--- src/logic/msqr_pkg.sv ---
// constants, codes and carrier types of the motor state query responder
package msqr_pkg;
    // register byte offsets
    localparam logic [7:0] OFS_CMD       = 8'h00;
    localparam logic [7:0] OFS_STATUS    = 8'h04;
    localparam logic [7:0] OFS_STATE     = 8'h08;
    localparam logic [7:0] OFS_PINS      = 8'h0C;
    localparam logic [7:0] OFS_FREE      = 8'h10;
    localparam logic [7:0] OFS_SPEED     = 8'h14;
    localparam logic [7:0] OFS_MSPEED    = 8'h18;
    localparam logic [7:0] OFS_ANSWER    = 8'h20;
    localparam int         ANS_WORDS     = 8;
    localparam int         ANS_BYTES     = 4 * ANS_WORDS;
    // status register field positions
    localparam int ST_VALID   = 0;
    localparam int ST_ALARM   = 1;
    localparam int ST_IGNORED = 2;
    localparam int ST_LEN_LO  = 8;
    // state flag word bit positions
    localparam int SF_CMD_ERR   = 0;
    localparam int SF_DATA_ERR  = 1;
    localparam int SF_VALUE_ERR = 2;
    localparam int SF_ALARM     = 6;
    localparam int SF_MOTOR_LO  = 18;
    // command codes, four characters least significant byte first
    localparam logic [31:0] CMD_FW_VERSION = 32'h7677_6667;
    localparam logic [31:0] CMD_GO_FW      = 32'h7766_6F67;
    localparam logic [31:0] CMD_POSITION   = 32'h736F_7067;
    // answer lengths in bytes
    localparam logic [4:0] LEN_ECHO = 5'd4;
    localparam logic [4:0] LEN_FWV  = 5'd10;
    localparam logic [4:0] LEN_GOFW = 5'd15;
    localparam logic [4:0] LEN_POS  = 5'd26;
    // reset value of the state registers
    localparam logic [31:0] RST_WORD = 32'h0000_0000;

    // monitor levels from logic on the same clock
    typedef struct packed {
        logic       positionControlError;
        logic       driverOverheat;
        logic       controllerOverheat;
        logic       supplyOvervoltage;
        logic       supplyOvercurrent;
        logic       busOvervoltage;
        logic       busUndervoltage;
        logic       busOvercurrent;
        logic       wrongEdge;
        logic       supplyUndervoltage;
        logic       bridgeFault;
        logic       windingMismatch;
        logic       encoderFault;
        logic       motorCurrentLimit;
    } msqr_fault_t;

    // asynchronous pin levels
    typedef struct packed {
        logic       rightEdge;
        logic       leftEdge;
        logic       buttonRight;
        logic       buttonLeft;
        logic       auxLevel;
        logic       brake;
        logic       revolutionSensor;
        logic       syncInput;
        logic       quadA;
        logic       quadB;
    } msqr_pins_t;

    // motion values from the motion core, same clock
    typedef struct packed {
        logic [31:0] position;
        logic [15:0] microstepPart;
        logic [63:0] encoderCount;
        logic [31:0] speed;
        logic [15:0] microSpeed;
    } msqr_motion_t;
endpackage

--- src/logic/msqr_responder.sv ---
// apb command responder answering state, version, jump and position queries
//
// Implementation choices: the register addresses and the APB register port.
module msqr_responder
#(
    parameter logic [31:0] CMD_STOP        = 32'h706F_7473, // stop code
    parameter logic [31:0] CMD_STATE       = 32'h7374_6567, // state query
    parameter logic [7:0]  RESULT_OK       = 8'h00,
    parameter logic [7:0]  RESULT_NO_FW    = 8'h01,
    parameter logic [7:0]  RESULT_RUNNING  = 8'h02
)
(
    input  wire logic                  ref_clk,
    input  wire logic                  rst,
    input  wire logic [7:0]            paddr,
    input  wire logic                  psel,
    input  wire logic                  penable,
    input  wire logic                  pwrite,
    input  wire logic [31:0]           pwdata,
    output logic      [31:0]           prdata,
    output logic                       pready,
    output logic                       pslverr,
    input  wire msqr_pkg::msqr_fault_t faults,
    input  wire msqr_pkg::msqr_pins_t  pins,
    input  wire msqr_pkg::msqr_motion_t motion,
    input  wire logic [1:0]            motorSelect,
    input  wire logic                  auxDirOut,
    input  wire logic                  syncOutLevel,
    input  wire logic [7:0]            queueFreeCells,
    input  wire logic [7:0]            fwMajor,
    input  wire logic [7:0]            fwMinor,
    input  wire logic [15:0]           fwRelease,
    input  wire logic                  hasFirmware,
    input  wire logic                  inFirmware,
    input  wire logic                  dangerEvent,
    input  wire logic                  integrityError,
    input  wire logic                  valueError,
    output logic                       alarm,
    output logic                       stopRequest,
    output logic                       jumpToFirmware
);
    import msqr_pkg::*;

    // address is word aligned and hits a register or an answer word
    function automatic logic mapped(input logic [7:0] a);
        mapped = (a[1:0] == 2'b00)
               && (a <= OFS_MSPEED
                   || (a >= OFS_ANSWER
                       && a < OFS_ANSWER + 8'(ANS_BYTES)));
    endfunction

    msqr_pins_t      pinMeta;      // first synchroniser stage
    msqr_pins_t      pinSync;      // second stage, safe to read
    logic [31:0]     stateWord;    // snapshot of the state flag word
    logic [31:0]     pinWord;      // snapshot of the pin state word
    logic [7:0]      freeSnap;     // snapshot of free queue cells
    logic [31:0]     speedSnap;    // snapshot of speed
    logic [15:0]     mspeedSnap;   // snapshot of microstep speed
    logic [31:0]     lastCode;     // last accepted command code
    logic [31:0]     ansWord [ANS_WORDS]; // answer buffer
    logic [4:0]      ansLen;       // answer length in bytes
    logic            ansValid;     // answer buffer holds an answer
    logic            ignored;      // last command dropped in alarm
    logic [2:0]      errFlags;     // sticky command, data, value errors
    logic            jumpPending;  // jump waits for answer read
    logic [31:0]     liveState;    // live state flag word
    logic [31:0]     livePins;     // live pin state word
    logic [7:0]      nb [ANS_BYTES]; // next answer bytes
    logic [4:0]      next_len;     // next answer length
    logic            knownCode;    // command code is recognised
    logic            allowed;      // command passes the alarm gate
    logic            setupRd;      // read setup cycle
    logic            access;       // apb access completes this edge
    logic            cmdTake;      // command code written
    logic            take;         // command accepted for execution
    logic            lastRead;     // final answer word read
    logic [2:0]      lastIdx;      // word holding the last answer byte

    // apb answers one cycle after setup, with no further wait
    assign pready  = psel & penable;
    assign access  = psel & penable;
    assign pslverr = psel & penable & ~mapped(paddr);
    assign setupRd = psel & ~penable & ~pwrite;
    assign cmdTake = access & pwrite & (paddr == OFS_CMD);
    assign lastIdx = 3'((ansLen - 5'd1) >> 2);
    assign lastRead = access & ~pwrite & ansValid
                    & (paddr == OFS_ANSWER + {3'b000, lastIdx, 2'b00});

    // recognised codes and alarm gate
    assign knownCode = (pwdata == CMD_STOP) || (pwdata == CMD_STATE)
                     || (pwdata == CMD_FW_VERSION)
                     || (pwdata == CMD_GO_FW)
                     || (pwdata == CMD_POSITION);
    // in alarm every command code except the jump command runs
    assign allowed = ~alarm || (pwdata != CMD_GO_FW);
    assign take    = cmdTake & allowed;

    // live state flag word built from monitors
    always_comb
    begin
        liveState               = RST_WORD;
        liveState[SF_VALUE_ERR:SF_CMD_ERR] = errFlags;
        liveState[SF_ALARM]     = alarm;
        liveState[7]            = faults.positionControlError;
        liveState[8]            = faults.driverOverheat;
        liveState[9]            = faults.controllerOverheat;
        liveState[10]           = faults.supplyOvervoltage;
        liveState[11]           = faults.supplyOvercurrent;
        liveState[12]           = faults.busOvervoltage;
        liveState[13]           = faults.busUndervoltage;
        liveState[14]           = faults.busOvercurrent;
        liveState[15]           = faults.wrongEdge;
        liveState[16]           = faults.supplyUndervoltage;
        liveState[17]           = faults.bridgeFault;
        liveState[SF_MOTOR_LO+1:SF_MOTOR_LO] = motorSelect;
        liveState[20]           = faults.windingMismatch;
        liveState[21]           = faults.encoderFault;
        liveState[22]           = faults.motorCurrentLimit;
    end

    // live pin state word, unused digital bits read zero
    always_comb
    begin
        livePins     = RST_WORD;
        livePins[0]  = pinSync.rightEdge;
        livePins[1]  = pinSync.leftEdge;
        livePins[2]  = pinSync.buttonRight;
        livePins[3]  = pinSync.buttonLeft;
        livePins[4]  = auxDirOut;
        livePins[5]  = pinSync.auxLevel;
        livePins[9]  = pinSync.brake;
        livePins[10] = pinSync.revolutionSensor;
        livePins[11] = pinSync.syncInput;
        livePins[12] = syncOutLevel;
        livePins[13] = pinSync.quadA;
        livePins[14] = pinSync.quadB;
    end

    // answer assembly, every field least significant byte first
    always_comb
    begin
        logic [15:0] sum;
        sum = 16'h0000;
        for (int i = 0; i < ANS_BYTES; i++)
        begin
            nb[i] = 8'h00;
        end
        for (int i = 0; i < 4; i++)
        begin
            nb[i] = pwdata[8*i +: 8];
        end
        next_len = LEN_ECHO;
        if (pwdata == CMD_FW_VERSION)
        begin
            // version answer: code, major, minor, release, checksum
            nb[4]    = fwMajor;
            nb[5]    = fwMinor;
            nb[6]    = fwRelease[7:0];
            nb[7]    = fwRelease[15:8];
            next_len = LEN_FWV;
        end
        else if (pwdata == CMD_GO_FW)
        begin
            // result byte then eight reserved bytes
            if (inFirmware)
                nb[4] = RESULT_RUNNING;
            else if (!hasFirmware)
                nb[4] = RESULT_NO_FW;
            else
                nb[4] = RESULT_OK;
            next_len = LEN_GOFW;
        end
        else if (pwdata == CMD_POSITION)
        begin
            // whole steps, microstep part, encoder count, six reserved
            for (int i = 0; i < 4; i++)
            begin
                nb[4 + i] = motion.position[8*i +: 8];
            end
            for (int i = 0; i < 2; i++)
            begin
                nb[8 + i] = motion.microstepPart[8*i +: 8];
            end
            for (int i = 0; i < 8; i++)
            begin
                nb[10 + i] = motion.encoderCount[8*i +: 8];
            end
            next_len = LEN_POS;
        end
        // checksum: 16-bit sum of the bytes after the code
        for (int i = 4; i < ANS_BYTES; i++)
        begin
            if (5'(i) < next_len - 5'd2)
                sum = sum + {8'h00, nb[i]};
        end
        if (next_len != LEN_ECHO)
        begin
            nb[next_len - 5'd2] = sum[7:0];
            nb[next_len - 5'd1] = sum[15:8];
        end
    end

    // two-flop synchroniser for pin levels
    always_ff @(posedge ref_clk or posedge rst)
    begin
        if (rst)
        begin
            pinMeta <= '0;
            pinSync <= '0;
        end
        else
        begin
            pinMeta <= pins;
            pinSync <= pinMeta;
        end
    end

    // alarm: set by danger, cleared by stop only, set wins
    always_ff @(posedge ref_clk or posedge rst)
    begin
        if (rst)
            alarm <= 1'b0;
        else if (dangerEvent)
            alarm <= 1'b1;
        else if (cmdTake && pwdata == CMD_STOP)
            alarm <= 1'b0;
    end

    // sticky error flags, cleared by a state query, set wins
    always_ff @(posedge ref_clk or posedge rst)
    begin
        if (rst)
            errFlags <= 3'b000;
        else
            errFlags <= ((take && pwdata == CMD_STATE) ? 3'b000 : errFlags)
                      | {valueError, integrityError,
                         cmdTake & ~knownCode};
    end

    // consistent snapshot of state, pins, cells and speed
    always_ff @(posedge ref_clk or posedge rst)
    begin
        if (rst)
        begin
            stateWord  <= RST_WORD;
            pinWord    <= RST_WORD;
            freeSnap   <= 8'h00;
            speedSnap  <= RST_WORD;
            mspeedSnap <= 16'h0000;
        end
        else if (take && pwdata == CMD_STATE)
        begin
            // all values caught on the same edge
            stateWord  <= liveState;
            pinWord    <= livePins;
            freeSnap   <= queueFreeCells;
            speedSnap  <= motion.speed;
            mspeedSnap <= motion.microSpeed;
        end
    end

    // answer buffer and command bookkeeping
    always_ff @(posedge ref_clk or posedge rst)
    begin
        if (rst)
        begin
            for (int w = 0; w < ANS_WORDS; w++)
                ansWord[w] <= RST_WORD;
            ansLen   <= LEN_ECHO;
            ansValid <= 1'b0;
            ignored  <= 1'b0;
            lastCode <= RST_WORD;
        end
        else if (cmdTake)
        begin
            // dropped commands leave the previous answer in place
            ignored <= ~allowed;
            if (allowed)
            begin
                for (int w = 0; w < ANS_WORDS; w++)
                    ansWord[w] <= {nb[4*w+3], nb[4*w+2],
                                   nb[4*w+1], nb[4*w]};
                ansLen   <= next_len;
                ansValid <= 1'b1;
                lastCode <= pwdata;
            end
        end
    end
    // stop pulse to the motion core
    always_ff @(posedge ref_clk or posedge rst)
    begin
        if (rst)
            stopRequest <= 1'b0;
        else
            stopRequest <= cmdTake && pwdata == CMD_STOP;
    end

    // jump armed by an ok answer, fired once it has been read
    always_ff @(posedge ref_clk or posedge rst)
    begin
        if (rst)
        begin
            jumpPending    <= 1'b0;
            jumpToFirmware <= 1'b0;
        end
        else
        begin
            jumpToFirmware <= jumpPending & lastRead & ~cmdTake;
            if (take)
                jumpPending <= pwdata == CMD_GO_FW
                             && hasFirmware && !inFirmware;
            else if (lastRead)
                jumpPending <= 1'b0;
        end
    end

    // read data registered in the setup cycle
    always_ff @(posedge ref_clk or posedge rst)
    begin
        if (rst)
            prdata <= RST_WORD;
        else if (setupRd)
        begin
            prdata <= RST_WORD;
            if (paddr >= OFS_ANSWER && mapped(paddr))
                prdata <= ansWord[3'((paddr - OFS_ANSWER) >> 2)];
            else
            begin
                unique case (paddr)
                    OFS_CMD:    prdata <= lastCode;
                    OFS_STATUS: prdata <= {19'h0_0000, ansLen, 5'h00,
                                           ignored, alarm, ansValid};
                    OFS_STATE:  prdata <= stateWord;
                    OFS_PINS:   prdata <= pinWord;
                    OFS_FREE:   prdata <= {24'h00_0000, freeSnap};
                    OFS_SPEED:  prdata <= speedSnap;
                    OFS_MSPEED: prdata <= {16'h0000, mspeedSnap};
                    default:    prdata <= RST_WORD;
                endcase
            end
        end
    end
    // checks beside the logic
    chk_alarm_set: assert property (@(posedge ref_clk) disable iff (rst)
        dangerEvent |=> alarm)
        else $error("alarm not set after danger");
    chk_alarm_hold: assert property (@(posedge ref_clk) disable iff (rst)
        alarm && !(cmdTake && pwdata == CMD_STOP) |=> alarm)
        else $error("alarm cleared without stop");
    chk_alarm_stop: assert property (@(posedge ref_clk) disable iff (rst)
        cmdTake && pwdata == CMD_STOP && !dangerEvent
        |=> !alarm && stopRequest)
        else $error("stop did not clear alarm");
    chk_alarm_ignore: assert property (@(posedge ref_clk) disable iff (rst)
        alarm && cmdTake && pwdata == CMD_GO_FW
        |=> $stable(ansWord[0]) && ignored && !jumpPending)
        else $error("jump command ran during alarm");
    chk_fwv_length: assert property (@(posedge ref_clk) disable iff (rst)
        take && pwdata == CMD_FW_VERSION
        |=> ansLen == 5'd10 && ansWord[1][7:0] == $past(fwMajor))
        else $error("version answer malformed");
    chk_pos_length: assert property (@(posedge ref_clk) disable iff (rst)
        take && pwdata == CMD_POSITION
        |=> ansLen == 5'd26
            && ansWord[1] == $past(motion.position))
        else $error("position answer malformed");
    chk_jump_after: assert property (@(posedge ref_clk) disable iff (rst)
        jumpToFirmware |-> $past(lastRead) && $past(jumpPending))
        else $error("jump before answer was read");
    chk_jump_result: assert property (@(posedge ref_clk) disable iff (rst)
        take && pwdata == CMD_GO_FW && inFirmware
        |=> ansWord[1][7:0] == RESULT_RUNNING && !jumpPending)
        else $error("already running result wrong");
    chk_motor_field: assert property (@(posedge ref_clk) disable iff (rst)
        take && pwdata == CMD_STATE
        |=> stateWord[19:18] == $past(motorSelect)
            && pinWord[2] == $past(pinSync.buttonRight))
        else $error("snapshot fields wrong");
    chk_err_sticky: assert property (@(posedge ref_clk) disable iff (rst)
        cmdTake && !knownCode |=> errFlags[0] [*2])
        else $error("command error not held");
endmodule // msqr_responder

--- config.mk ---
export PLATFORM = sky130hd
export DESIGN_NAME = msqr_responder
export DESIGN_NICKNAME = d
export VERILOG_FILES = /design/src/logic/msqr_pkg.sv /design/src/logic/msqr_responder.sv
export SDC_FILE = /design/constraint.sdc
export NUM_CORES = 1
export LEC_CHECK = 0
export BUFFER_PORTS_ARGS = -buffer_cell sky130_fd_sc_hd__buf_2
export CAP_MARGIN = 15
export CELL_PAD_IN_SITES_DETAIL_PLACEMENT = 0
export CELL_PAD_IN_SITES_GLOBAL_PLACEMENT = 2
export CORE_MARGIN = 3
export CORE_UTILIZATION = 41
export DETAILED_ROUTE_END_ITERATION = 6
export PLACE_DENSITY = 0.93
export SYNTH_ARGS = -nofsm -noshare
export SYNTH_HDL_FRONTEND = slang
export SYNTH_SLANG_ARGS = --single-unit
--- constraint.sdc ---
create_clock -name ref_clk -period 41.8 [get_ports ref_clk]
set_input_delay 6.27 -clock ref_clk [delete_from_list [all_inputs] [get_ports ref_clk]]
set_output_delay 6.27 -clock ref_clk [all_outputs]
set_load 0.05 [all_outputs]
==> impl_metrics.toml <==
[floorplan]
die_w_um = 259
die_h_um = 259
std_cell_rows = 92
die_area_um2 = 67000
io-pin-count = 315
start_util_pct = 41.5
coreArea_um2 = 63200

[detailed_routing]
wl_per_cell_um = 23.2
drtPass1Iterations = 5
final_antenna_net_count = 0
drt-initial-drc-count = 1822
drc = 0
viasPerCell = 5.62
vias = 21000
drt-total-wl_mm = 86.7

[synthesis]
seq_area_frac_synth_pct = 42.1
synth_fa_ha_area_share_pct = 6.04
async_flop_share_pct = 100
yosys.area_share.simple_pct = 17.3
syn_nets = 2994
synth_cell_types = 105
syn_area_per_cell_um2 = 10.1
synth_compound_area_share_pct = 14.3
synth_edf_count = 0
ys.flop_type = "dfrtp_1"
synth_mux_area_share_pct = 13.3
syn_inst = 2599
syn_area_um2 = 26200
ys_seq_elements = 441
synth_top_family_by_area = "simple AND/OR/NAND/NOR gates"
synthXorXnorAreaFrac_pct = 3.96
ys.warnings.count = 0

[worst_setup_path]
crit_arrival_ns = 21.49
path_class = "in2reg"
rr_worst_depth = 5
cpMostUsedCell = "ha_1"
crit_fanout = 73
ff2ff_setup_slack_ns = 39.31
worst_r2r_startpoint = "alarm$_DFFE_PP0P_"
cp_slowest_cell = "nor4bb_1"
cp-end-kind = "flip-flop"
slowest_delay_ns = 0.77
crit_required_ns = 42.26
worstReg2RegEnd = "ansWord[139]$_DFFE_PP0P_"
critPathLaunchType = "input pin"

[global_routing]
grt_start_max_net_pins = 277
grt-ovfl-total = 0
groute.usage.overall_pct = 25.3
grt_pass1_vias = 20900
antenna_found_initial = 9
grt_pass1_wl_mm = 129

[sta]
max_freq_mhz = 47.5
setup_ws_ns = 20.76
relSlewSlack_pct = 18.5
setup_tns_ns = 0
rsz0062_at_grt = "false"
worstMarginPinSlew_ns = 1.22
drv_slew = 0
finalClockSkew_ns = 0.0260
whs_ns = 0.342
finalCritPeriodShare_pct = 50.3
hold_viol_final = 0
post-route-min-period_ns = 21.04
setup_viol = 0

[power_and_ir_drop]
power.leakage_nw = 14.8
intPower_w = 0.000674
netSwitchingFraction_pct = 23.2
power_density_nw_per_um2 = 29.3
combPwrFrac_pct = 5.7
vdd_drop_max_mv = 0.0313
switchingPower_w = 0.000204
clkPwrFrac_pct = 44.9
power_frac_seq_pct = 49.4

[placed_design]
gp_congestion = 0.920
hpwl_mm = 66.1
place_area_um2 = 28600
pre_cts_ws_ns = 20.41
portBuffers = 314

[clock_network]
htreeDepth = 2
cts_buffer_depth = 3
post_cts_buffers = 0
cts_tree = "done"
ctsResizeCount = 0
path_clk_slew_ns = 0.06
cts_inserted_buffers = 45
ctsRootBufferMaster = "clkbuf_16"
hold_buffers = 0
clock-sinks = 441
clk_latency_ns = 0.56

[layout]
final_core_util_pct = 47.4
layout_commonest_cell = "dfrtp_1"
n_fill_cell = 5888
design_area_um2 = 30000
final_cell_mix = "dfrtp_1, nand2_1, buf_2, and2_1, mux2_2"
fin_nets = 3241
areaGrowthSynthToFinish_pct = 14.4
drive_gt1_share_pct = 23.7

[worst_hold_path]
worstHoldPathType = "reg2reg"
min_to = "livePins[10]$_DFF_PP0_"
hold_path_depth = 0
min_from = "pinMeta[3]$_DFF_PP0_"

[run_status]
status = "complete, no violations"

[run]
max_cap_viol_count = 0
## how the worst max path moves through the flow
| stage | slack, ns | depth (start not counted) | endpoint | from |
|---|---|---|---|---|
| floorplan | 22.62 | 60 | ansWord[44]$_DFFE_PP0P_ | pwdata[31] |
| global placement | 20.66 | 67 | ansWord[44]$_DFFE_PP0P_ | pwdata[3] |
| detailed placement | 20.41 | 67 | ansWord[44]$_DFFE_PP0P_ | pwdata[3] |
| CTS | 20.90 | 67 | ansWord[44]$_DFFE_PP0P_ | pwdata[3] |
| global route | 19.82 | 68 | ansWord[44]$_DFFE_PP0P_ | pwdata[31] |
| finish | 20.76 | 67 | ansWord[44]$_DFFE_PP0P_ | pwdata[3] |
## through the flow
| stage | std cells | power [W] |
|---|---|---|
| 2_1_floorplan | 2599 | 0.000468 |
| 3_3_place_gp | 3645 | 0.000491 |
| 3_5_place_dp | 3645 | 0.000492 |
| 4_1_cts | 3723 | 0.000884 |
| 5_1_grt | 3725 | 0.000905 |
| 6_report | 3729 | 0.000878 |
## flip-flops by register name, summed over array words and instances (netlist names), 3 cells and up
register and flops:
prdata 32, stateWord 20, pinMeta 10, ansLen 4
lastCode 32, mspeedSnap 16, errFlags 3, pinWord 12
livePins 10, freeSnap 8, speedSnap 32, ansWord 256
## per-layer routing
layer | GRT usage [%] | up-vias | routed length [um]
li1 | - | 9664 | -
met1 | 35.5 | 10500 | 38600
met2 | 40.6 | 707 | 40100
met3 | 3.05 | 131 | 4930
met4 | 8.77 | 6 | 3030
met5 | 0 | - | 40
## power groups by stage
stage               Sequential [W]  Combinational [W]  Clock, W
finish                    0.000434          0.0000501  0.000394
global route              0.000434          0.0000544  0.000417
floorplan                 0.000448          0.0000199         0
detailed placement        0.000441          0.0000508         0
global placement          0.000441          0.0000502         0
CTS                       0.000434          0.0000510  0.000400
## cells by family (layout without fill, tap and decap cells)
family                     after synthesis  after routing
buffers and inverters                  204            482
other                                    0              6
xor gates and xnor gates               100            100
AOI/OAI and AO/OA                      562            562
muxes                                  246            246
and+or+nand+nor                        927            927
adders and majority gates              119            119
DFF                                    441            441
## critical path, delay by kind of cell
kind	cells	cell delay, ns
buf+inv	3	0.88
xor+xnor	6	1.22
compound gates	30	5.96
fa+ha+maj	12	3.75
simple gates	16	3.36
## synthesized netlist by cell type (8+ instances only)
cell,number,area share (%)
a211oi_1,25,0.72
a21o_1,44,1.3
a21oi_1,117,2.2
a221oi_1,17,0.57
a22o_1,31,1.0
a22oi_1,23,0.66
and2_1,182,4.3
and3_1,9,0.21
buf_1,14,0.20
clkbuf_1,119,1.7
dfrtp_1,440,42
fa_1,13,0.99
ha_1,104,5.0
inv_1,65,0.93
mux2_2,156,6.7
mux2i_1,23,0.88
mux4_2,67,5.8
nand2_1,428,6.1
nand2b_1,26,0.62
nand3_1,20,0.38
nor2_1,127,1.8
nor2b_1,38,0.91
nor3_1,34,0.65
nor4_1,11,0.26
o2111ai_1,8,0.27
o21a_1,27,0.77
o21ai_0,142,2.7
o21ai_1,13,0.25
o21bai_1,21,0.60
o31ai_1,21,0.60
xnor2_1,43,1.4
xor2_1,44,1.5
## final cells by class
cell class	instances	area, um^2	area share [%]
diodes	6	15.0	0.0501
repair buffers	339	1790	5.97
flip-flops and latches	441	11000	36.8
inverters	65	251	0.839
clock inverters	15	135	0.451
multi-input cells	1954	14400	48.1
well taps	846	1060	3.53
clock buffers	63	1280	4.26
No activity file was read; power rests on OpenSTA's default activity.
